`config.mk`:
```
export PLATFORM = sky130hd
export DESIGN_NAME = operator_panel
export DESIGN_NICKNAME = d
export VERILOG_FILES = /design/src/hdl/opdisp_pkg.sv /design/src/hdl/freq_unit_conv.sv /design/src/hdl/operator_panel.sv /design/src/hdl/pin_sync.sv
export SDC_FILE = /design/constraint.sdc
export NUM_CORES = 1
export LEC_CHECK = 0
export BUFFER_PORTS_ARGS = -buffer_cell sky130_fd_sc_hd__buf_4
export CAP_MARGIN = 10
export CORE_ASPECT_RATIO = 1.5
export CORE_MARGIN = 5
export CORE_UTILIZATION = 59
export DETAILED_ROUTE_END_ITERATION = 10
export PLACE_DENSITY = 0.81
export SYNTH_ARGS = -nofsm -noshare
export SYNTH_HDL_FRONTEND = slang
export SYNTH_SLANG_ARGS = --single-unit
```
`constraint.sdc`:
```
create_clock -name sys_clk -period 6.9 [get_ports sys_clk]
set_clock_uncertainty 0.1 [all_clocks]
set_input_delay 1.035 -clock sys_clk [delete_from_list [all_inputs] [get_ports sys_clk]]
set_output_delay 1.035 -clock sys_clk [all_outputs]
set_load 0.01 [all_outputs]
```
`src/hdl/opdisp_pkg.sv`:
```
package opdisp_pkg;

  // ==========================================================
  // Bus and register map
  localparam int ADDR_W = 4;
  localparam int DATA_W = 16;

  localparam logic [3:0] A_ITEM_BASE  = 4'h0;
  localparam logic [3:0] A_PWRON_BASE = 4'h1;
  localparam logic [3:0] A_LINE_STEP  = 4'h2;
  localparam logic [3:0] A_FREQ_UNIT  = 4'h6;
  localparam logic [3:0] A_OPER_CTRL  = 4'h7;
  localparam logic [3:0] A_DISP_BASE  = 4'h8;
  localparam logic [3:0] A_STATUS     = 4'hB;
  localparam logic [3:0] A_CONV_VAL   = 4'hC;

  // ==========================================================
  // Monitor item coding
  typedef struct packed {
    logic [3:0] grp;
    logic [7:0] num;
  } mon_item_t;

  localparam logic [3:0] GRP_STATUS  = 4'h1;
  localparam logic [3:0] GRP_TRACE   = 4'h2;
  localparam logic [3:0] GRP_RECORD  = 4'h3;
  localparam logic [3:0] GRP_LAST    = 4'h6;
  localparam logic [7:0] NUM_FIRST   = 8'h01;
  localparam logic [7:0] NUM_SEL_MIN = 8'h04;
  localparam logic [7:0] NUM_LAST    = 8'h14;
  localparam logic [7:0] NUM_FREQ_CMD = 8'h01;
  localparam logic [7:0] NUM_OUT_FREQ = 8'h02;
  localparam logic [7:0] NUM_CURRENT  = 8'h03;
  localparam logic [7:0] L1_ITEM_RST  = 8'h05;
  localparam logic [7:0] L2_ITEM_RST  = 8'h06;
  localparam logic [7:0] L3_ITEM_RST  = 8'h07;

  // ==========================================================
  // Power-on display codes
  localparam logic [2:0] PON_FREQ_CMD = 3'h1;
  localparam logic [2:0] PON_OUT_FREQ = 3'h2;
  localparam logic [2:0] PON_CURRENT  = 3'h3;
  localparam logic [2:0] PON_SELECT   = 3'h4;
  localparam logic [2:0] L1_PON_RST   = 3'h1;
  localparam logic [2:0] L2_PON_RST   = 3'h1;
  localparam logic [2:0] L3_PON_RST   = 3'h3;

  // ==========================================================
  // Units, control and status bits
  localparam logic UNIT_HZ  = 1'b0;
  localparam logic UNIT_RPM = 1'b1;
  localparam logic [3:0] RPM_FACTOR = 4'hC;

  localparam int CTL_SW_EN   = 0;
  localparam int CTL_STOP_EN = 1;
  localparam int CTL_RUN_SW  = 2;
  localparam logic [2:0] CTRL_RST = 3'h3;

  localparam int ST_LOCAL_BIT = 0;
  localparam int ST_RUN_BIT   = 1;
  localparam int ST_HOLD_BIT  = 2;
  localparam int ST_UNIT_BIT  = 3;

  // ==========================================================
  // Carriers and source state machine
  typedef struct packed {
    logic [ADDR_W-1:0] addr;
    logic [DATA_W-1:0] wdata;
    logic              wr;
    logic              rd;
  } bus_req_t;

  typedef struct packed {
    logic switch_btn;
    logic stop_btn;
    logic run_btn;
  } key_in_t;

  typedef enum logic [4:0] {
    SRC_LOCAL_STOP  = 5'b00001,
    SRC_LOCAL_RUN   = 5'b00010,
    SRC_REMOTE_STOP = 5'b00100,
    SRC_REMOTE_RUN  = 5'b01000,
    SRC_REMOTE_HOLD = 5'b10000
  } src_state_t;

endpackage : opdisp_pkg

```
`src/hdl/freq_unit_conv.sv`:
```
`timescale 1ns/10ps
module freq_unit_conv
  import opdisp_pkg::*;
#(
  parameter int VAL_W  = 16,
  parameter int POLE_W = 8
) (
  // Clock and reset
  input  wire logic              clk,
  input  wire logic              rst_n,
  input  wire logic              ce,
  // Request
  input  wire logic              start,
  input  wire logic              rpm_mode,
  input  wire logic [VAL_W-1:0]  value,
  input  wire logic [POLE_W-1:0] poles,
  // Answer
  output logic                   busy,
  output logic                   done,
  output logic      [VAL_W-1:0]  result
);

  localparam int NUM_W = VAL_W + 4;
  localparam int CNT_W = $clog2(NUM_W + 1);
  localparam logic [CNT_W-1:0] STEPS = CNT_W'(NUM_W);

  typedef struct packed {
    logic              busy;
    logic              done;
    logic [CNT_W-1:0]  cnt;
    logic [POLE_W-1:0] rem;
    logic [POLE_W-1:0] div;
    logic [NUM_W-1:0]  quo;
    logic [VAL_W-1:0]  result;
  } conv_st_t;

  conv_st_t st_q;
  conv_st_t st_d;
  logic [POLE_W:0] rem_sh;

  // 0.1 Hz steps to r/min: value * 12 / poles, bit-serial
  always_comb
  begin
    st_d   = st_q;
    rem_sh = {st_q.rem, st_q.quo[NUM_W-1]};
    if (ce)
    begin
      st_d.done = 1'b0;
      if (st_q.busy)
      begin
        st_d.quo = {st_q.quo[NUM_W-2:0], 1'b0};
        st_d.rem = rem_sh[POLE_W-1:0];
        if (rem_sh >= {1'b0, st_q.div})
        begin
          st_d.rem    = POLE_W'(rem_sh - {1'b0, st_q.div});
          st_d.quo[0] = 1'b1;
        end
        st_d.cnt = st_q.cnt - CNT_W'(1);
        if (st_q.cnt == CNT_W'(1))
        begin
          st_d.busy   = 1'b0;
          st_d.done   = 1'b1;
          st_d.result = (st_d.quo[NUM_W-1:VAL_W] != '0) ? '1 : st_d.quo[VAL_W-1:0];
        end
      end
      else if (start)
      begin
        if (!rpm_mode)
        begin
          st_d.result = value;
          st_d.done   = 1'b1;
        end
        else if (poles == '0)
        begin
          st_d.result = '1;
          st_d.done   = 1'b1;
        end
        else
        begin
          st_d.busy = 1'b1;
          st_d.cnt  = STEPS;
          st_d.rem  = '0;
          st_d.div  = poles;
          st_d.quo  = NUM_W'({4'h0, value} * NUM_W'(RPM_FACTOR));
        end
      end
    end
  end

  always_ff @(posedge clk or negedge rst_n)
  begin
    if (!rst_n)
      st_q <= '0;
    else
      st_q <= st_d;
  end

  assign busy   = st_q.busy;
  assign done   = st_q.done;
  assign result = st_q.result;

endmodule : freq_unit_conv

```
`src/hdl/operator_panel.sv`:
```
// The address-and-strobe port and the address map were decided locally.
`timescale 1ns/10ps
module operator_panel
  import opdisp_pkg::*;
#(
  parameter int POLE_W = 8
) (
  // Clock, reset, enable
  input  wire logic                    sys_clk,
  input  wire logic                    arst_n,
  input  wire logic                    clk_en,
  // Register port
  input  wire opdisp_pkg::bus_req_t    bus_req,
  output logic [opdisp_pkg::DATA_W-1:0] bus_rdata,
  // Keypad and terminal pins
  input  wire opdisp_pkg::key_in_t     keys,
  input  wire logic                    ext_run,
  // Drive context
  input  wire logic                    vector_mode,
  input  wire logic [POLE_W-1:0]       pole_count,
  // Monitor value stream
  input  wire logic [15:0]             mon_value,
  input  wire logic                    mon_valid,
  input  wire logic                    mon_is_freq,
  output logic                         mon_ready,
  // Display outputs
  output opdisp_pkg::mon_item_t        disp_line1,
  output opdisp_pkg::mon_item_t        disp_line2,
  output opdisp_pkg::mon_item_t        disp_line3,
  output logic                         disp_unit_rpm,
  output logic [15:0]                  disp_value,
  output logic                         disp_value_valid,
  // Run command
  output logic                         run_cmd,
  output logic                         local_mode
);

  // ==========================================================
  // Helper functions

  // Legal item: status group from floor, groups up to last, no fault groups
  function automatic logic item_ok(input mon_item_t it, input logic [7:0] floor_num);
    logic ok;
    ok = 1'b1;
    if (it.grp < GRP_STATUS || it.grp > GRP_LAST)
      ok = 1'b0;
    if (it.grp == GRP_TRACE || it.grp == GRP_RECORD)
      ok = 1'b0;
    if (it.grp == GRP_STATUS && it.num < floor_num)
      ok = 1'b0;
    if (it.num < NUM_FIRST || it.num > NUM_LAST)
      ok = 1'b0;
    return ok;
  endfunction : item_ok

  // Power-on code to the item that the line starts with
  function automatic mon_item_t pon_item(input logic [2:0] code, input mon_item_t sel);
    mon_item_t it;
    it.grp = GRP_STATUS;
    case (code)
      PON_FREQ_CMD: it.num = NUM_FREQ_CMD;
      PON_OUT_FREQ: it.num = NUM_OUT_FREQ;
      PON_CURRENT:  it.num = NUM_CURRENT;
      default:      it = sel;
    endcase
    return it;
  endfunction : pon_item

  function automatic logic pon_ok(input logic [2:0] code);
    return (code >= PON_FREQ_CMD) && (code <= PON_SELECT);
  endfunction : pon_ok

  // ==========================================================
  // Reset release

  logic [1:0] rst_pipe_q;
  logic       rst_n;

  always_ff @(posedge sys_clk or negedge arst_n)
  begin
    if (!arst_n)
      rst_pipe_q <= 2'h0;
    else
      rst_pipe_q <= {rst_pipe_q[0], 1'b1};
  end

  assign rst_n = rst_pipe_q[1];

  // ==========================================================
  // Pin synchronisers and unit converter

  key_in_t keys_s;
  logic    ext_run_s;
  logic    conv_busy;
  logic    conv_start;

  pin_sync #(
    .W (4)
  ) u_pin_sync (
    .clk   (sys_clk),
    .rst_n (rst_n),
    .ce    (clk_en),
    .d     ({keys, ext_run}),
    .q     ({keys_s, ext_run_s})
  );

  freq_unit_conv #(
    .VAL_W  (16),
    .POLE_W (POLE_W)
  ) u_conv (
    .clk      (sys_clk),
    .rst_n    (rst_n),
    .ce       (clk_en),
    .start    (conv_start),
    .rpm_mode (disp_unit_rpm & mon_is_freq),
    .value    (mon_value),
    .poles    (pole_count),
    .busy     (conv_busy),
    .done     (disp_value_valid),
    .result   (disp_value)
  );

  // Every frequency-type item goes through the selected unit
  assign mon_ready  = ~conv_busy;
  assign conv_start = clk_en & mon_valid & ~conv_busy;

  // ==========================================================
  // State

  typedef struct packed {
    mon_item_t [2:0]        sel;
    logic [2:0][2:0]        pon;
    mon_item_t [2:0]        disp;
    logic                   unit;
    logic [2:0]             ctrl;
    logic                   init;
    src_state_t             src;
    key_in_t                keys_prev;
    logic [DATA_W-1:0]      rdata;
  } panel_st_t;

  localparam panel_st_t ST_RST = '{
    sel:       '{'{GRP_STATUS, L3_ITEM_RST}, '{GRP_STATUS, L2_ITEM_RST},
                 '{GRP_STATUS, L1_ITEM_RST}},
    pon:       '{L3_PON_RST, L2_PON_RST, L1_PON_RST},
    disp:      '0,
    unit:      UNIT_HZ,
    ctrl:      CTRL_RST,
    init:      1'b0,
    src:       SRC_LOCAL_STOP,
    keys_prev: '0,
    rdata:     '0
  };

  panel_st_t st_q;
  panel_st_t st_d;

  logic sw_rise;
  logic stop_rise;
  logic run_rise;
  logic sw_en;
  logic stop_en;
  logic run_on_sw;
  logic [3:0] a_item;
  logic [3:0] a_pon;
  logic [3:0] a_disp;

  assign sw_rise   = keys_s.switch_btn & ~st_q.keys_prev.switch_btn;
  assign stop_rise = keys_s.stop_btn & ~st_q.keys_prev.stop_btn;
  assign run_rise  = keys_s.run_btn & ~st_q.keys_prev.run_btn;
  assign sw_en     = st_q.ctrl[CTL_SW_EN];
  assign stop_en   = st_q.ctrl[CTL_STOP_EN];
  assign run_on_sw = st_q.ctrl[CTL_RUN_SW];

  // ==========================================================
  // Next state

  always_comb
  begin
    st_d   = st_q;
    a_item = '0;
    a_pon  = '0;
    a_disp = '0;
    if (clk_en)
    begin
      st_d.rdata     = '0;
      st_d.keys_prev = keys_s;

      // One-time power-on sampling of the display lines
      if (!st_q.init)
      begin
        st_d.init = 1'b1;
        st_d.unit = vector_mode ? UNIT_RPM : UNIT_HZ;
        st_d.disp[0] = pon_item(st_q.pon[0], st_q.sel[0]);
        st_d.disp[1] = pon_item(st_q.pon[1], st_q.sel[1]);
        st_d.disp[2] = pon_item(st_q.pon[2], st_q.sel[2]);
      end

      // Register writes, illegal values are dropped
      if (bus_req.wr)
      begin
        for (int i = 0; i < 3; i++)
        begin
          a_item = 4'(A_ITEM_BASE + A_LINE_STEP * 4'(i));
          a_pon  = 4'(A_PWRON_BASE + A_LINE_STEP * 4'(i));
          a_disp = 4'(A_DISP_BASE + 4'(i));
          if (bus_req.addr == a_item &&
              item_ok(mon_item_t'(bus_req.wdata[11:0]), NUM_SEL_MIN))
            st_d.sel[i] = mon_item_t'(bus_req.wdata[11:0]);
          if (bus_req.addr == a_pon && pon_ok(bus_req.wdata[2:0]))
            st_d.pon[i] = bus_req.wdata[2:0];
          if (bus_req.addr == a_disp &&
              item_ok(mon_item_t'(bus_req.wdata[11:0]), NUM_FIRST))
            st_d.disp[i] = mon_item_t'(bus_req.wdata[11:0]);
        end
        if (bus_req.addr == A_FREQ_UNIT)
          st_d.unit = bus_req.wdata[0];
        if (bus_req.addr == A_OPER_CTRL)
          st_d.ctrl = bus_req.wdata[2:0];
      end

      // Register reads, data in the following cycle only
      if (bus_req.rd)
      begin
        case (bus_req.addr)
          A_FREQ_UNIT: st_d.rdata = DATA_W'(st_q.unit);
          A_OPER_CTRL: st_d.rdata = DATA_W'(st_q.ctrl);
          A_STATUS:
          begin
            st_d.rdata[ST_LOCAL_BIT] = local_mode;
            st_d.rdata[ST_RUN_BIT]   = run_cmd;
            st_d.rdata[ST_HOLD_BIT]  = (st_q.src == SRC_REMOTE_HOLD);
            st_d.rdata[ST_UNIT_BIT]  = st_q.unit;
          end
          A_CONV_VAL:  st_d.rdata = disp_value;
          default:
          begin
            for (int i = 0; i < 3; i++)
            begin
              if (bus_req.addr == 4'(A_ITEM_BASE + A_LINE_STEP * 4'(i)))
                st_d.rdata = DATA_W'(st_q.sel[i]);
              if (bus_req.addr == 4'(A_PWRON_BASE + A_LINE_STEP * 4'(i)))
                st_d.rdata = DATA_W'(st_q.pon[i]);
              if (bus_req.addr == 4'(A_DISP_BASE + 4'(i)))
                st_d.rdata = DATA_W'(st_q.disp[i]);
            end
          end
        endcase
      end

      // Run command source
      case (st_q.src)
        SRC_LOCAL_STOP:
        begin
          if (run_rise)
            st_d.src = SRC_LOCAL_RUN;
          else if (sw_rise && sw_en && !keys_s.run_btn)
          begin
            if (ext_run_s && run_on_sw)
              st_d.src = SRC_REMOTE_RUN;
            else if (ext_run_s)
              st_d.src = SRC_REMOTE_HOLD;
            else
              st_d.src = SRC_REMOTE_STOP;
          end
        end
        SRC_LOCAL_RUN:
        begin
          if (stop_rise)
            st_d.src = SRC_LOCAL_STOP;
        end
        SRC_REMOTE_STOP:
        begin
          if (ext_run_s)
            st_d.src = SRC_REMOTE_RUN;
          else if (sw_rise && sw_en)
            st_d.src = SRC_LOCAL_STOP;
        end
        SRC_REMOTE_RUN:
        begin
          if (stop_rise && stop_en)
            st_d.src = SRC_REMOTE_HOLD;
          else if (!ext_run_s)
            st_d.src = SRC_REMOTE_STOP;
        end
        SRC_REMOTE_HOLD:
        begin
          // Run must drop before a new run counts; no switching meanwhile
          if (!ext_run_s)
            st_d.src = SRC_REMOTE_STOP;
        end
        default: st_d.src = SRC_LOCAL_STOP;
      endcase
    end
  end

  always_ff @(posedge sys_clk or negedge rst_n)
  begin
    if (!rst_n)
      st_q <= ST_RST;
    else
      st_q <= st_d;
  end

  // ==========================================================
  // Outputs

  assign bus_rdata     = st_q.rdata;
  assign disp_line1    = st_q.disp[0];
  assign disp_line2    = st_q.disp[1];
  assign disp_line3    = st_q.disp[2];
  assign disp_unit_rpm = st_q.unit;
  assign run_cmd       = (st_q.src == SRC_LOCAL_RUN) || (st_q.src == SRC_REMOTE_RUN);
  assign local_mode    = (st_q.src == SRC_LOCAL_STOP) || (st_q.src == SRC_LOCAL_RUN);

endmodule : operator_panel

```
`src/hdl/pin_sync.sv`:
```
`timescale 1ns/10ps
module pin_sync #(
  parameter int W = 4
) (
  // Clock and reset
  input  wire logic         clk,
  input  wire logic         rst_n,
  input  wire logic         ce,
  // Pins in, synchronised out
  input  wire logic [W-1:0] d,
  output logic      [W-1:0] q
);

  typedef struct packed {
    logic [W-1:0] s1;
    logic [W-1:0] s2;
  } sync_st_t;

  sync_st_t st_q;
  sync_st_t st_d;

  // Two-stage shift, only the second stage leaves
  always_comb
  begin
    st_d = st_q;
    if (ce)
    begin
      st_d.s1 = d;
      st_d.s2 = st_q.s1;
    end
  end

  always_ff @(posedge clk or negedge rst_n)
  begin
    if (!rst_n)
      st_q <= '0;
    else
      st_q <= st_d;
  end

  assign q = st_q.s2;

endmodule : pin_sync

```
==> metrics.yaml <==
power_frac_seq_pct: 40.3
vias: 8590
n_fill_cell: 1401
grt_pass1_vias: 8533
synth.area.top_cells: "dfrtp_1 40%, buf_4 5.0%, o21ai_0 4.8%"
h-tree-depth: 4
ys_ff_latch: 179
cts_tree: "yes"
io_pins: 129
pwr_density_cell_nw_per_um2: 318
max-slew-margin-rel_pct: 16.3
synthFlopType: "dfrtp_1"
hold_viol: 0
async_flop_share_pct: 100
p_sw_w: 0.00133
cts_root_buffer: "clkbuf_16"
syn_inst: 1105
post_cts_resized: 0
cts_sinks: 179
worst_slew_pin_slew_ns: 1.26
netlist_area_um2: 10200
setup_violations: 0
worstPathMaxFanout: 33
period_minus_slack_ns: 3.55
clk_latency_ns: 0.44
switching_share_pct: 36.7
num_rows: 59
dpl.hpwl_um: 19100
gp_congestion: 0.968
worst-endpoint-required_ns: 7.13
intPower_w: 0.00229
outcome: "finished clean"
end_kind: "flop"
grt_pass1_wl_um: 43500
wl_per_cell_um: 19.5
cts_buffer_depth: 2
nNetsFinal: 1214
netlist-cell-type-count: 72
place_area_um2: 10800
drive_above_1_share_pct: 19.7
crit_path_start_kind: "input port"
syn_nets: 1189
synthTopCellsByCount: "162 x dfrtp_1, 121 x nand2_1, 99 x o21ai_0"
place_ws_ns: 3.00
die_area_um2: 20200
setup_ws_ns: 3.35
grt_overflow: 0
groute.usage.overall_pct: 26.3
coreArea_um2: 17200
hold_ws_ns: 0.247
ant_nets: 0
utilization_pct: 66.1
finalMaxSlewViolations: 0
leakage_nw: 5.19
start_util_pct: 59.6
fin_tns_setup_ns: 0
fmax_mhz: 282
yosys_warnings: 0
n_antenna_cell: 0
drtIter0Drc: 856
p_clk_share_pct: 25.8
synth_most_common_cell: "dfrtp_1"
avgSynthCellArea_um2: 9.27
rsz0062_at_grt: "false"
antenna_found_initial: 0
worst_ir_drop_vdd_uv: 240
cts_hold_buf: 0
cp.arrival_ns: 3.78
synth_top_area_share_pct: 39.6
wl_um: 26400
drc: 0
ys_seq_area_share_pct: 43.9
min_path_type: "flop to asynchronous set/reset pin"
cts.clk_slew.worst_paths_ns: 0.08
numCtsBuffers: 17
viasPerCell: 6.33
design_area_um2: 11400
first_pass_iters: 6
drv_cap: 0
synth_edf_count: 0
finalCritPeriodShare_pct: 51.4
worstSetupPathType: "input port to flop"
die_h_um: 171
numPortBuffers: 124
die_w_um: 118
grt_max_degree: 76
synthToLayoutAreaGrowth_pct: 10.9
synth_top_cell_by_area: "dfrtp_1"
combPwrFrac_pct: 33.9
post_cts_buffers: 0
power groups by stage:
stage | clock, W | sequential (W) | combinational, W
after detailed placement | 0 | 0.00147 | 0.00122
after global placement | 0 | 0.00146 | 0.00118
final | 0.000932 | 0.00146 | 0.00122
after CTS | 0.000941 | 0.00145 | 0.00122
after floorplan | 0 | 0.00140 | 0.000959
after global routing | 0.000988 | 0.00148 | 0.00137
path summary, 6_finish.rpt:
check | startpoint | to | slack [ns] | cells after the start
min | rst_pipe_q[1] | u_conv.st_q[27] | 0.25 | 0
max | bus_req[21] | disp_line2[5] | 3.35 | 6
min reg2reg | rst_pipe_q[1] | u_conv.st_q[27] | 0.25 | 0
max in group asynchronous | rst_pipe_q[1] | bus_rdata[15] | 5.08 | 1
max reg2reg | disp_unit_rpm | u_conv.st_q[55] | 3.73 | 7
min in group sys_clk | rst_pipe_q[0] | rst_pipe_q[1] | 0.26 | 0
per-layer routing:
metal	part of all wire, %	wire length (um)	GRT usage (%)
met5	0	0	0
met4	3.0	788	11.7
met3	7.0	1860	5.20
met2	51	13600	45.7
met1	39	10200	31.9
layout make-up:
class / instances / area [um^2] / area share (%)
clock buffers: 17 / 425 / 3.74
clock inverters: 15 / 144 / 1.27
inverters: 50 / 188 / 1.65
multi-input cells: 749 / 4840 / 42.6
flip-flops and latches: 179 / 4500 / 39.6
well taps: 213 / 267 / 2.34
repair buffers: 133 / 998 / 8.78
logic make-up (layout without fill, tap and decap cells):
| kind of cell | count (synthesis) | in the layout | share of synthesized area [%] |
|---|---|---|---|
| other | 1 | 1 | 0.0366 |
| AND/OR/NAND/NOR | 319 | 319 | 14.9 |
| AO/OA/AOI/OAI | 331 | 331 | 21.4 |
| multiplexers | 54 | 54 | 5.81 |
| flip-flops | 179 | 179 | 43.9 |
| XOR/XNOR | 16 | 16 | 1.37 |
| adder cells (fa/ha/maj) | 28 | 28 | 3.56 |
| buffers and inverters | 177 | 215 | 9.00 |
cells in the final DEF (no fill, tap or decap), types with 9 or more instances in the layout:
| cell type | synthesis | final |
|---|---|---|
| nand2_1 | 121 | 121 |
| inv_1 | 50 | 50 |
| o21ai_0 | 99 | 99 |
| ha_1 | 26 | 26 |
| mux2_2 | 28 | 28 |
| mux2i_1 | 10 | 10 |
| a22oi_1 | 10 | 10 |
| nand2b_1 | 17 | 17 |
| a21boi_0 | 9 | 9 |
| and2_1 | 22 | 22 |
| nand3_1 | 32 | 32 |
| o22ai_1 | 17 | 17 |
| nor2b_1 | 9 | 9 |
| o221ai_1 | 12 | 12 |
| nor2_1 | 54 | 54 |
| o211ai_1 | 24 | 24 |
| a22o_1 | 18 | 18 |
| mux2_1 | 16 | 16 |
| a222oi_1 | 11 | 11 |
| dfstp_2 | 17 | 17 |
| dfrtp_1 | 162 | 161 |
| nor3_1 | 17 | 17 |
| a21oi_1 | 57 | 57 |
| and3_1 | 11 | 11 |
| clkbuf_16 | 0 | 17 |
| buf_4 | 68 | 132 |
| xnor2_1 | 10 | 10 |
state kept, by name, summed over array words and instances (netlist names), 9 cells and up:
name           cells
u_conv.result     16
bus_rdata         16
disp_line2        12
u_conv.rem_sh      9
disp_line1        12
u_conv.st_q       32
st_q              56
disp_line3        12
critical path, cell delays in order:
cell	delay (ns)
buf_4	0.29
nand2b_1	0.26
nor2_1	0.70
nand4_1	0.78
and2_1	0.43
a22o_1	0.25
metrics by stage:
step | std cells | total power (W)
floorplan | 1105 | 0.00236
global placement | 1323 | 0.00265
detailed placement | 1323 | 0.00269
CTS | 1355 | 0.00362
global route | 1356 | 0.00385
finish | 1356 | 0.00361
Power figures use the tool's default switching activity.
